**config.mk**
```make
export PLATFORM = sky130hd
export DESIGN_NAME = cmd_source
export DESIGN_NICKNAME = d
export VERILOG_FILES = /design/src/pkg/cmd_src_pkg.sv /design/src/core/pd_watchdog.sv /design/src/core/cmd_source.sv
export SDC_FILE = /design/constraint.sdc
export NUM_CORES = 1
export LEC_CHECK = 0
export ABC_AREA = 1
export BUFFER_PORTS_ARGS = -buffer_cell sky130_fd_sc_hd__buf_2
export CORE_ASPECT_RATIO = 1.25
export CORE_MARGIN = 3
export CORE_UTILIZATION = 52
export DETAILED_ROUTE_END_ITERATION = 10
export PLACE_DENSITY = 0.81
export SYNTH_ARGS = -nofsm -noshare
export SYNTH_HDL_FRONTEND = slang
export SYNTH_SLANG_ARGS = --single-unit
```
**constraint.sdc**
```tcl
create_clock -name clk_i -period 2.91 [get_ports clk_i]
set_clock_uncertainty 0.15 [all_clocks]
set_input_delay 0.4365 -clock clk_i [delete_from_list [all_inputs] [get_ports clk_i]]
set_output_delay 0.4365 -clock clk_i [all_outputs]
set_load 0.005 [all_outputs]
```
**src/pkg/cmd_src_pkg.sv**
```systemverilog
// package: constants, types and register map for command source and timeout
package cmd_src_pkg;

    // =========================================================
    // register byte offsets on the wishbone slave
    localparam logic [7:0] OFS_CMD_SOURCE   = 8'h00; // command_source_selector
    localparam logic [7:0] OFS_IN_FUNC_BASE = 8'h04; // inputN function selectors
    localparam logic [7:0] OFS_PD_TIMEOUT   = 8'h24; // process_data_timeout_setting
    localparam logic [7:0] OFS_MAX_RESP     = 8'h28; // max_response_time_setting
    localparam logic [7:0] OFS_STATUS       = 8'h2C; // sticky events, w1c
    localparam logic [7:0] OFS_MASK         = 8'h30; // interrupt mask
    localparam logic [7:0] OFS_STATE        = 8'h34; // live state, read only
    localparam logic [7:0] OFS_FB_CMD       = 8'h38; // fieldbus run/reverse

    // =========================================================
    // selector codes and reset values
    localparam logic [7:0]  SRC_DIGITAL     = 8'h02;
    localparam logic [7:0]  SRC_FIELDBUS    = 8'h06;
    localparam logic [7:0]  FUNC_RUN        = 8'h01;
    localparam logic [7:0]  FUNC_REVERSE    = 8'h0C;
    localparam logic [7:0]  FUNC_NONE       = 8'h00;
    localparam logic [15:0] PD_TIMEOUT_DEF  = 16'h0064; // 100 ms
    localparam logic [15:0] MAX_RESP_DEF    = 16'h0064; // ms, plain default
    localparam logic [15:0] PD_TIMEOUT_OFF  = 16'h0000;

    // process-data holding registers counting as activity
    localparam logic [15:0] PD_REG_A = 16'd40100;
    localparam logic [15:0] PD_REG_B = 16'd40101;
    localparam logic [15:0] PD_REG_C = 16'd40110;
    localparam logic [15:0] PD_REG_D = 16'd40111;

    // =========================================================
    // timing
    localparam int CLK_HZ     = 40_000_000;
    localparam int TICK_US    = 1000;                       // 1 ms tick
    localparam int TICK_CYC   = CLK_HZ / 1_000_000 * TICK_US;

    // =========================================================
    // status bits
    localparam int ST_TIMEOUT = 0; // setpoint_timeout_fault raised
    localparam int ST_CMD_CHG = 1; // motor command changed
    localparam int ST_BAD_REQ = 2; // corrupted request dropped
    localparam int ST_W       = 3;

    // motor command out of the source selection
    typedef enum logic [2:0] {
        CMD_STOP    = 3'b001, // ramp_stop_command
        CMD_FORWARD = 3'b010,
        CMD_REVERSE = 3'b100
    } motor_cmd_t;

    // one decoded bus request from the serial link
    typedef struct packed {
        logic        valid;    // one-cycle strobe
        logic        bad;      // parity or crc error
        logic [15:0] reg_addr; // holding register number
    } bus_req_t;

endpackage

```
**src/core/pd_watchdog.sv**
```systemverilog
// process-data watchdog: ms tick divider and timeout counter
`timescale 1ns/1ps
module pd_watchdog
    import cmd_src_pkg::*;
#(
    parameter int TICK_CYCLES = TICK_CYC // cycles per ms, shorten in sim
) (
    input  wire logic        clk_i,
    input  wire logic        rst_i,
    input  wire logic [15:0] period_i,   // ms, zero disables
    input  wire logic        restart_i,  // valid process-data access
    output logic             expire_o    // one-cycle pulse
);
    import cmd_src_pkg::*;

    localparam int TW = $clog2(TICK_CYCLES + 1);

    logic [TW-1:0] div_r;   // ms prescaler
    logic [15:0]   ms_r;    // elapsed ms since last access
    logic          fired_r; // stay quiet until next access
    logic          tick;
    logic          enabled;

    assign tick    = (div_r == TW'(TICK_CYCLES - 1));
    assign enabled = (period_i != PD_TIMEOUT_OFF);

    // =========================================================
    // prescaler, restarted with each access so each window from an access is full
    always_ff @(posedge clk_i) begin
        if (rst_i || restart_i || tick) begin
            div_r <= '0;
        end else begin
            div_r <= div_r + TW'(1);
        end
    end

    // =========================================================
    // ms counter; idle while disabled so enabling starts fresh
    always_ff @(posedge clk_i) begin
        if (rst_i || restart_i || !enabled) begin
            ms_r    <= '0;
            fired_r <= 1'b0;
            expire_o <= 1'b0;
        end else begin
            expire_o <= 1'b0;
            if (tick && !fired_r) begin
                if (ms_r + 16'd1 >= period_i) begin
                    fired_r  <= 1'b1;
                    expire_o <= 1'b1;
                end
                ms_r <= ms_r + 16'd1;
            end
        end
    end

    // no raise while disabled
    property p_no_fire_off;
        @(posedge clk_i) disable iff (rst_i)
        !enabled |=> !expire_o;
    endproperty
    a_no_fire_off: assert property (p_no_fire_off)
        else $error("watchdog fired while disabled");

    // restart clears the counter
    property p_restart_clear;
        @(posedge clk_i) disable iff (rst_i)
        restart_i |=> (ms_r == 16'd0) && !expire_o;
    endproperty
    a_restart_clear: assert property (p_restart_clear)
        else $error("restart did not clear counter");

endmodule

```
**src/core/cmd_source.sv**
```systemverilog
// command source selection, two-wire input decode and setpoint timeout
//
// Functional notes
// - fault when no process access within period
// - only 40100/40101/40110/40111 count as activity
// - parameter registers ignored by the watchdog
// - timeout period resets to 100 ms
// - response time setting matches master's wait
// - run low gives ramp stop
// - run high: forward, or reverse if set
// - selector 2 picks digital inputs
// - function code 1 marks run input
// - function code 12 marks reverse input
// - exactly one command interface active; unknown selector codes leave neither active and the motor stops
// - selector 6 picks fieldbus, default here
// - corrupted request gets no reply
//
// Local design decisions: register access over Wishbone and the placing of the registers.
`timescale 1ns/1ps
module cmd_source
    import cmd_src_pkg::*;
#(
    parameter int N_INPUTS    = 6,        // digital inputs
    parameter int TICK_CYCLES = TICK_CYC  // cycles per ms
) (
    input  wire logic                  clk_i,
    input  wire logic                  rst_i,
    // wishbone classic slave
    input  wire logic                  wb_cyc_i,
    input  wire logic                  wb_stb_i,
    input  wire logic                  wb_we_i,
    input  wire logic [7:0]            wb_adr_i,
    input  wire logic [3:0]            wb_sel_i,
    input  wire logic [31:0]           wb_dat_i,
    output logic      [31:0]           wb_dat_o,
    output logic                       wb_ack_o,
    // serial link decoded requests
    input  wire cmd_src_pkg::bus_req_t link_req_i,
    output logic                       reply_en_o,
    // digital input pins
    input  wire logic [N_INPUTS-1:0]   din_i,
    // toward setpoint path
    output cmd_src_pkg::motor_cmd_t    motor_cmd_o,
    output logic                       setpoint_timeout_fault_o,
    output logic [15:0]                max_response_time_setting_o,
    output logic                       irq_o
);
    import cmd_src_pkg::*;

    // =========================================================
    // register state
    logic [7:0]  command_source_selector_r;
    logic [7:0]  func_sel_r [N_INPUTS];   // per-input function code
    logic [15:0] process_data_timeout_setting_r;
    logic [15:0] max_response_time_setting_r;
    logic [ST_W-1:0] status_r;
    logic [ST_W-1:0] mask_r;
    logic [1:0]  fb_cmd_r;                // [0] run, [1] reverse
    logic        fault_r;                 // live fault level
    logic [31:0] rdata_r;
    logic        ack_r;

    // =========================================================
    // pin synchroniser, first stage read only by second
    logic [N_INPUTS-1:0] din_s1_r;
    logic [N_INPUTS-1:0] din_s2_r;

    always_ff @(posedge clk_i) begin
        din_s1_r <= din_i;
        din_s2_r <= din_s1_r;
    end

    // =========================================================
    // bus decode
    logic       req;
    logic       wr;
    logic       hit_src, hit_to, hit_mr, hit_st, hit_mk, hit_state, hit_fb;
    logic       hit_fn;
    logic [7:0] fn_idx;

    assign req       = wb_cyc_i && wb_stb_i && !ack_r;
    assign wr        = req && wb_we_i && wb_sel_i[0];
    assign hit_src   = (wb_adr_i == OFS_CMD_SOURCE);
    assign hit_to    = (wb_adr_i == OFS_PD_TIMEOUT);
    assign hit_mr    = (wb_adr_i == OFS_MAX_RESP);
    assign hit_st    = (wb_adr_i == OFS_STATUS);
    assign hit_mk    = (wb_adr_i == OFS_MASK);
    assign hit_state = (wb_adr_i == OFS_STATE);
    assign hit_fb    = (wb_adr_i == OFS_FB_CMD);
    assign fn_idx    = 8'((wb_adr_i - OFS_IN_FUNC_BASE) >> 2);
    assign hit_fn    = (wb_adr_i >= OFS_IN_FUNC_BASE)
                    && (fn_idx < 8'(N_INPUTS))
                    && (wb_adr_i[1:0] == 2'b00);

    // =========================================================
    // two-wire decode: any input coded run / reverse
    function automatic logic any_func(input logic [7:0] code);
        logic r;
        r = 1'b0;
        for (int i = 0; i < N_INPUTS; i++) begin
            if (func_sel_r[i] == code && din_s2_r[i]) begin
                r = 1'b1;
            end
        end
        return r;
    endfunction

    logic din_run, din_rev, sel_run, sel_rev, use_din;
    motor_cmd_t cmd_nxt;

    assign din_run = any_func(FUNC_RUN);
    assign din_rev = any_func(FUNC_REVERSE);
    assign use_din = (command_source_selector_r == SRC_DIGITAL);
    // one interface at a time; unknown selector codes stop the motor
    assign sel_run = use_din ? din_run :
                     (command_source_selector_r == SRC_FIELDBUS)
                     ? fb_cmd_r[0] : 1'b0;
    assign sel_rev = use_din ? din_rev : fb_cmd_r[1];
    assign cmd_nxt = !sel_run ? CMD_STOP :
                     (sel_rev ? CMD_REVERSE : CMD_FORWARD);

    // =========================================================
    // link request classification
    logic pd_hit, good_req, expire;

    assign pd_hit   = (link_req_i.reg_addr == PD_REG_A)
                   || (link_req_i.reg_addr == PD_REG_B)
                   || (link_req_i.reg_addr == PD_REG_C)
                   || (link_req_i.reg_addr == PD_REG_D);
    assign good_req = link_req_i.valid && !link_req_i.bad;
    // silence keeps the master waiting so it may time out
    assign reply_en_o = good_req;

    pd_watchdog #(
        .TICK_CYCLES(TICK_CYCLES)
    ) u_wd (
        .clk_i     (clk_i),
        .rst_i     (rst_i),
        .period_i  (process_data_timeout_setting_r),
        .restart_i (good_req && pd_hit),
        .expire_o  (expire)
    );

    // =========================================================
    // events, set wins over a same-cycle clear
    logic [ST_W-1:0] ev;
    logic [ST_W-1:0] w1c;

    assign ev[ST_TIMEOUT] = expire;
    assign ev[ST_CMD_CHG] = (cmd_nxt != motor_cmd_o);
    assign ev[ST_BAD_REQ] = link_req_i.valid && link_req_i.bad;
    assign w1c = (wr && hit_st) ? wb_dat_i[ST_W-1:0] : '0;

    always_ff @(posedge clk_i) begin
        if (rst_i) begin
            status_r <= '0;
        end else begin
            status_r <= (status_r & ~w1c) | ev;
        end
    end

    assign irq_o = |(status_r & mask_r);

    // =========================================================
    // fault level: held until next valid process access
    always_ff @(posedge clk_i) begin
        if (rst_i) begin
            fault_r <= 1'b0;
        end else if (expire) begin
            fault_r <= 1'b1;
        end else if (good_req && pd_hit) begin
            fault_r <= 1'b0;
        end
    end

    assign setpoint_timeout_fault_o = fault_r;

    // =========================================================
    // motor command register
    always_ff @(posedge clk_i) begin
        if (rst_i) begin
            motor_cmd_o <= CMD_STOP;
        end else begin
            motor_cmd_o <= cmd_nxt;
        end
    end

    // =========================================================
    // control register writes
    always_ff @(posedge clk_i) begin
        if (rst_i) begin
            command_source_selector_r      <= SRC_FIELDBUS;
            process_data_timeout_setting_r <= PD_TIMEOUT_DEF;
            max_response_time_setting_r    <= MAX_RESP_DEF;
            mask_r   <= '0;
            fb_cmd_r <= '0;
        end else if (wr) begin
            if (hit_src) begin
                command_source_selector_r <= wb_dat_i[7:0];
            end else if (hit_to) begin
                process_data_timeout_setting_r <= wb_dat_i[15:0];
            end else if (hit_mr) begin
                max_response_time_setting_r <= wb_dat_i[15:0];
            end else if (hit_mk) begin
                mask_r <= wb_dat_i[ST_W-1:0];
            end else if (hit_fb) begin
                fb_cmd_r <= wb_dat_i[1:0];
            end
        end
    end

    // the link slave uses this as its own reply deadline
    assign max_response_time_setting_o = max_response_time_setting_r;

    // function selectors: input 0 run, input 1 reverse by default
    generate
        for (genvar g = 0; g < N_INPUTS; g++) begin : g_fn
            localparam logic [7:0] DEF = (g == 0) ? FUNC_RUN :
                                         (g == 1) ? FUNC_REVERSE :
                                         FUNC_NONE;
            always_ff @(posedge clk_i) begin
                if (rst_i) begin
                    func_sel_r[g] <= DEF;
                end else if (wr && hit_fn && fn_idx == 8'(g)) begin
                    func_sel_r[g] <= wb_dat_i[7:0];
                end
            end
        end
    endgenerate

    // =========================================================
    // read mux; unmapped reads give zero, still acked
    logic [31:0] rd_nxt;

    assign rd_nxt =
        hit_src   ? {24'h000000, command_source_selector_r} :
        hit_fn    ? {24'h000000, func_sel_r[fn_idx[$clog2(N_INPUTS)-1:0]]} :
        hit_to    ? {16'h0000, process_data_timeout_setting_r} :
        hit_mr    ? {16'h0000, max_response_time_setting_r} :
        hit_st    ? {29'h0, status_r} :
        hit_mk    ? {29'h0, mask_r} :
        hit_state ? {26'h0, fault_r, motor_cmd_o, sel_rev, sel_run} :
        hit_fb    ? {30'h0, fb_cmd_r} :
        32'h00000000;

    // one-cycle ack, dropped in the following cycle
    always_ff @(posedge clk_i) begin
        if (rst_i) begin
            ack_r   <= 1'b0;
            rdata_r <= '0;
        end else begin
            ack_r   <= req;
            rdata_r <= req ? rd_nxt : rdata_r;
        end
    end

    assign wb_ack_o = ack_r;
    assign wb_dat_o = rdata_r;

    // =========================================================
    // checks
    property p_stop_no_run;
        @(posedge clk_i) disable iff (rst_i)
        !sel_run |=> motor_cmd_o == CMD_STOP;
    endproperty
    a_stop_no_run: assert property (p_stop_no_run)
        else $error("run low did not stop");

    property p_dir;
        @(posedge clk_i) disable iff (rst_i)
        sel_run |=> motor_cmd_o == ($past(sel_rev) ? CMD_REVERSE
                                                   : CMD_FORWARD);
    endproperty
    a_dir: assert property (p_dir)
        else $error("wrong run direction");

    // pins, not the mux wires, must reach the motor command
    property p_din_src;
        @(posedge clk_i) disable iff (rst_i)
        use_din |=> motor_cmd_o == (!$past(din_run) ? CMD_STOP :
                                    $past(din_rev)  ? CMD_REVERSE :
                                                      CMD_FORWARD);
    endproperty
    a_din_src: assert property (p_din_src)
        else $error("digital source not followed");

    // under fieldbus control the pins must have no say at all
    property p_fb_src;
        @(posedge clk_i) disable iff (rst_i)
        (command_source_selector_r == SRC_FIELDBUS)
        |=> motor_cmd_o == (!$past(fb_cmd_r[0]) ? CMD_STOP :
                            $past(fb_cmd_r[1])  ? CMD_REVERSE :
                                                  CMD_FORWARD);
    endproperty
    a_fb_src: assert property (p_fb_src)
        else $error("fieldbus source not followed");

    property p_no_reply_bad;
        @(posedge clk_i) disable iff (rst_i)
        link_req_i.bad |-> !reply_en_o;
    endproperty
    a_no_reply_bad: assert property (p_no_reply_bad)
        else $error("reply to corrupted request");

    property p_fault_set;
        @(posedge clk_i) disable iff (rst_i)
        expire |=> fault_r && status_r[ST_TIMEOUT];
    endproperty
    a_fault_set: assert property (p_fault_set)
        else $error("timeout not flagged");

    property p_pd_clear;
        @(posedge clk_i) disable iff (rst_i)
        (good_req && pd_hit && !expire) |=> !fault_r;
    endproperty
    a_pd_clear: assert property (p_pd_clear)
        else $error("process access did not clear fault");

    property p_param_keep;
        @(posedge clk_i) disable iff (rst_i)
        (good_req && !pd_hit && fault_r) |=> fault_r;
    endproperty
    a_param_keep: assert property (p_param_keep)
        else $error("parameter access cleared fault");

    property p_ack_drop;
        @(posedge clk_i) disable iff (rst_i)
        wb_ack_o |=> !wb_ack_o;
    endproperty
    a_ack_drop: assert property (p_ack_drop)
        else $error("ack held two cycles");

    c_fault:   cover property (@(posedge clk_i) $rose(fault_r));
    c_reverse: cover property (@(posedge clk_i) motor_cmd_o == CMD_REVERSE);
    c_bad:     cover property (@(posedge clk_i) ev[ST_BAD_REQ]);
    c_irq:     cover property (@(posedge clk_i) irq_o);

endmodule

```
; ---- Yosys cells after proc, flatten, opt, wreduce, memory -nomap -nowiden
; Memories as Yosys holds them, arrays and structs flattened.
; Index checks and enable logic that the tools add are counted.
[word_totals]
output_inout_bits = 55
word_cells = 177
mem_bits_rw = 48
in_bits = 73
ff_bits = 131
mem_count = 1
latchBits = 0
mem_bits_ro = 0
[mem_list]
columns = name, words, width, read_ports, rd_clocked_by_memory_dff, write_ports, line
row1 = func_sel_r, 6, 8, 7, 0, 6, cmd_source.sv:53  ; logic [7:0] func_sel_r [N_INPUTS];
[op_classes]
n_bitwise = 15
n_mux = 55
eq_ne = 31
order_cmp = 3
shift = 0
mul = 0
n_reduce_logical = 53
div = 0
addsub = 3
[op_table]
columns = cell, n
row1 = $eq 16x16->1 const B, 5
row2 = $mux 16, 4
row3 = $eq 8x1->1 const B, 6
row4 = $eq 8x4->1 const B, 6
row5 = $eq 8x6->1 const B, 6
row6 = $mux 8, 6
row7 = $mux 1, 38
row8 = $add 16x1->16 const B, 2
row9 = $logic_and 1x1->1, 30
row10 = $mux 6, 3
row11 = $ge 16x16->1, 1
row12 = $logic_not 8->1, 2
row13 = $reduce_bool 16->1, 1
row14 = $eq 6x2->1 const B, 2
row15 = $eq 6x3->1 const B, 2
row16 = $mux 3, 3
row17 = $eq 8x2->1 const B, 1
row18 = $eq 8x3->1 const B, 1
row19 = $ge 8x3->1 const B, 1
row20 = $sub 8x3->8 const B, 1
row21 = $and 3x3->3, 2
row22 = $eq 6x1->1 const B, 1
row23 = $logic_or 1x1->1, 6
row24 = $lt 6x3->1 const B, 1
row25 = other kinds (16), 29

; ---- Depth between registers and ports, before layout
; An unclocked memory read counts as a cell.
[logic_depth]
ltp_word = 17
ltp_mapped = 17
ltp_nobuf = 17

; ---- Hierarchy
; From an unflattened synthesis, not the netlist that was laid out.
[hier_totals]
cells_unflattened = 1163
hier_area_um2 = 8510.7
[modules_own_cells]
columns = mod, area_per_inst_um2, n_inst, cells_per_inst
row1 = cmd_source, 6198.4, 1, 799
row2 = pd_watchdog, 2312.2, 1, 364

; ---- Worst setup path before layout
; No wires, ideal clock.
[synth_path]
kind = in2reg
from = in wb_adr_i[2]
to = mem func_sel_r[1][2], data pin
t_arrival_ps = 2691
setup_slack_ps = -188
cell_stages = 10
path_cell_list = inv_1 > clkbuf_1 > ha_1 > clkinv_1 > a2111oi_4 > nand2_4 > nor4_4 > nand3_1 > inv_1 > nand2_1
[synth_rtl]
columns = item, line
row1 = from (decl), cmd_source.sv:32  ; input wire logic [7:0] wb_adr_i,
row2 = to (decl), cmd_source.sv:53

; ---- Final worst setup path
[layout_path]
from = reg u_wd.ms_r[2]
to = reg u_wd.fired_r
[layout_between]
elab_chain_cells = 3
[layout_lines]
columns = item, line
row1 = from (decl), pd_watchdog.sv:19  ; logic [15:0] ms_r;
row2 = from (signal assigned), pd_watchdog.sv:51  ; ms_r <= ms_r + 16'd1;
row3 = $add 16x1->16, pd_watchdog.sv:47  ; if (ms_r + 16'd1 >= period_i) begin
row4 = $ge 16x16->1, pd_watchdog.sv:47
row5 = $reduce_and 2->1 (no line), n/a
row6 = to (signal assigned), pd_watchdog.sv:42  ; fired_r <= 1'b0;
row7 = to (signal assigned), pd_watchdog.sv:48  ; fired_r <= 1'b1;
row8 = to (decl), pd_watchdog.sv:20  ; logic fired_r;
; Every way passes these cells.
; A chain may end at the register's enable or synchronous reset.

==> summary.txt <==
Status
  • Status: finished, final reports clean

Global route
  • Total grt overflow: 0
  • Antenna violations before repair: 1
  • Largest net degree at the start of global routing: 64
  • First-pass GRT wire length: 34.73 mm
  • Number of global-route vias before repair: 7238
  • Gr usage total: 24.91%

Route
  • DRT met1 WL: 8.287 mm
  • WL final: 21.78 mm
  • Top Metal Used: met4
  • TritonRoute pass-1 iters: 6
  • Vias: 7649
  • Routed length per placed instance: 15.66 µm
  • DRC errors left: 0
  • DR WL met3: 1.377 mm
  • 1st-iter DRT viols: 609
  • Metal2 WL: 11.27 mm
  • Remaining antenna violation count: 0
  • Detailed-route vias per instance: 5.499

Die
  • DIE WIDTH: 118.0 µm
  • Initial Util: 53.83%
  • Core Rows: 50
  • Die height: 146.0 µm
  • Num ports: 128
  • CORE AREA: 15140 µm²
  • Die Area: 17220 µm²

STA
  • Final setup violation count: 0
  • RSZ-0062 raised after global routing: yes
  • Max Slew Vio Count: 0
  • Minimum clock period: 2.725 ns
  • Final Hold Slack: 0.1171 ns
  • Final period util: 93.65%
  • Worst-margin pin slew: 0.5678 ns
  • Highest clock rate: 366.9 MHz
  • Final worst setup slack: 0.1847 ns
  • Relative slew margins: 62.15%
  • Endpoints failing hold: 0

Clock tree
  • Clock transition at path regs: 0.06 ns
  • CTS H-tree lvls: 4
  • Inserted Clock Buffers: 17
  • CTS tree: yes
  • Clk sinks: 163
  • Longest Clk Path Bufs: 2
  • Worst-skew pair later-pin latency: 0.43 ns
  • Clk root buf: clkbuf_16
  • Setup Buffers After CTS: 0

Pwr
  • Switch Pwr: 1.166 mW
  • Power, Total: 4.854 mW
  • Seq pwr share: 49.5%
  • Clock group share of total power: 43.5%
  • Static Leak: 4.086 nW
  • Power share of the combinational group: 7.0%
  • VDD IR-drop max: 399.6 µV
  • Int Pwr: 3.687 mW
  • Switching fraction of total power: 24.03%
  • Cell Pwr Density: 506.8 nW/µm²

Synth
  • Yosys cell types: 41
  • Synth area leader: dfxtp_1
  • Top-area cell type share of the netlist area: 28.25%
  • Mean Syn Cell Area: 7.702 µm²
  • Ys Warns: 0
  • Synth area leaders: dfxtp_1 (28%), edfxtp_1 (18%), nand2_1 (7.5%), nor2_1 (7.1%), a21oi_1 (6.8%)
  • Seq/Total Area, Yosys: 45.94%
  • Post-Synthesis Cell Area: 8149 µm²
  • #FFs+latches synth: 163
  • Ys flop type: dfxtp_1
  • Post-Synthesis Cells: 1058
  • Post-synth EDFFs: 48
  • Post-synthesis async set-or-reset flop share: 0%

Finish
  • Layout area overhead: 17.52%
  • Fin nets: 1267
  • Final Instance Count excl. Fillers: 1391
  • Most frequent cells in the layout: nand2_1 (163), nor2_1 (151), inv_1 (118)
  • Layout cells sized above 1: 14.72%
  • Commonest non-fill, non-tap cell in the layout: nand2_1
  • Fin util: 63.26%

Place
  • Post-Place Cells: 1352
  • Placer congestion estimate: 0.9057
  • Hpwl dp: 16.05 mm
  • Place WS: 0.01038 ns
  • Port Buffer Count: 91

Setup path
  • Register-to-register setup slack: 0.18 ns
  • Critical path required time: 3.13 ns
  • Reg2reg start: u_wd.ms_r[2]
  • Crit path DAT: 2.94 ns
  • CP Capture Type: register
  • Worst setup SP type: register
  • Worst R2R End: u_wd.fired_r
  • CP Class: register to register
  • Reg2reg path depth: 16
  • Largest fanout on the critical path: 3

Min path
  • Critical hold path startpoint: wb_dat_i[5]
  • Hold EP: max_response_time_setting_o[5]
  • HP Class: input pin to register
  • Hold path cells: 3

Run
  • Max cap viols: 0
[kinds of logic after synthesis]
logic type / after synthesis / synth area share [%]
flops: 163 / 45.94
simple gates: 431 / 22.68
fa+ha+maj: 25 / 3.838
compound gates: 243 / 16.49
buf+inv: 176 / 8.967
other cells: 1 / 0.04602
xor+xnor: 19 / 2.042
[layout make-up]
class | instances | area [µm²]
timing repair buffer | 125 | 725.7
antenna | 1 | 2.502
inverter | 128 | 480.5
clock buffer | 20 | 446.7
fill | 1275 | 5563
tap | 208 | 260.3
clock inverter | 12 | 106.4
sequential | 163 | 3745
multi-input combinational | 734 | 3810
[flip-flops by register name, summed over array words and instances, names as in the netlist]
| register | flops |
|---|---|
| wb_ack_o | 1 |
| u_wd.fired_r | 1 |
| setpoint_timeout_fault_o | 1 |
| motor_cmd_o | 3 |
| u_wd.div_r | 16 |
| command_source_selector_r | 8 |
| status_r | 3 |
| din_s1_r | 6 |
| wb_dat_o | 16 |
| din_s2_r | 6 |
| mask_r | 3 |
| u_wd.expire_o | 1 |
| u_wd.ms_r | 16 |
| max_response_time_setting_o | 16 |
| func_sel_r | 48 |
| process_data_timeout_setting_r | 16 |
| fb_cmd_r | 2 |
[stage by stage]
stage	cell area, µm²	setup TNS [ns]
final	9577	0
after floorplan	8212	-0.9249
after global routing	9577	-0.03158
after global placement	8886	0
after detailed placement	8886	0
after CTS	9499	0
[repair_timing]
item / 4_1_cts / 5_1_grt
hold endpoints to repair: 6 / 0
setup endpoints to repair: 0 / 2
hold buffers: 6 / 0
resized for setup: 0 / 18
[synthesized netlist by cell type, types with 2 or more instances]
library cell    n
nand4_1        14
ha_1           25
o221ai_1        2
edfxtp_1       48
o21a_1          2
buf_4          16
a21oi_1       111
buf_2           8
nand2_1       163
dfxtp_1       115
nor4_1         11
a211oi_1        3
clkinv_1        8
nor3_1         15
nor2_1        154
a31oi_1         5
o211ai_1       17
nand3_1        58
o2111ai_1       2
o22ai_1        12
o21ai_0        84
clkbuf_1       24
nor2_4          2
xor2_1         15
xnor2_1         4
nor3b_1         4
or2_2           4
inv_1         119
[critical path, stage by stage (launching register included)]
cell	delay, ns
dfxtp_2	0.34
inv_1	0.07
nor3_2	0.22
nand3_1	0.14
nor3_2	0.18
nand4_1	0.16
buf_4	0.17
nor2_2	0.08
xnor2_1	0.15
inv_1	0.10
ha_4	0.29
nand3_2	0.09
nor3_2	0.15
nand2_1	0.09
nand3_2	0.09
nand3_2	0.09
o21ai_1	0.10
[power by group through the flow]
stage / registers, mW / logic (mW) / clock network, mW
finish: 2.40 / 0.338 / 2.11
CTS: 2.40 / 0.334 / 2.12
floorplan: 2.44 / 0.203 / 0
detailed placement: 2.45 / 0.325 / 0
global route: 2.41 / 0.370 / 2.22
global placement: 2.45 / 0.320 / 0
[worst max-delay path by stage]
| stage | startpoint | endpoint |
|---|---|---|
| after global routing | u_wd.ms_r[2] | u_wd.fired_r |
| after CTS | u_wd.ms_r[0] | u_wd.fired_r |
| after detailed placement | wb_adr_i[2] | func_sel_r[2][2] |
| after floorplan | wb_adr_i[2] | func_sel_r[0][0] |
| after global placement | wb_adr_i[2] | func_sel_r[2][3] |
| final | u_wd.ms_r[2] | u_wd.fired_r |
[metal layers]
metal | GRT usage [%] | up-vias
li1 | - | 3739
met1 | 28.31 | 3526
met2 | 44.75 | 320
met3 | 4.782 | 64
met4 | 11.96 | 0
met5 | 0 | -
Note: power is estimated with default switching activity, not from simulation.
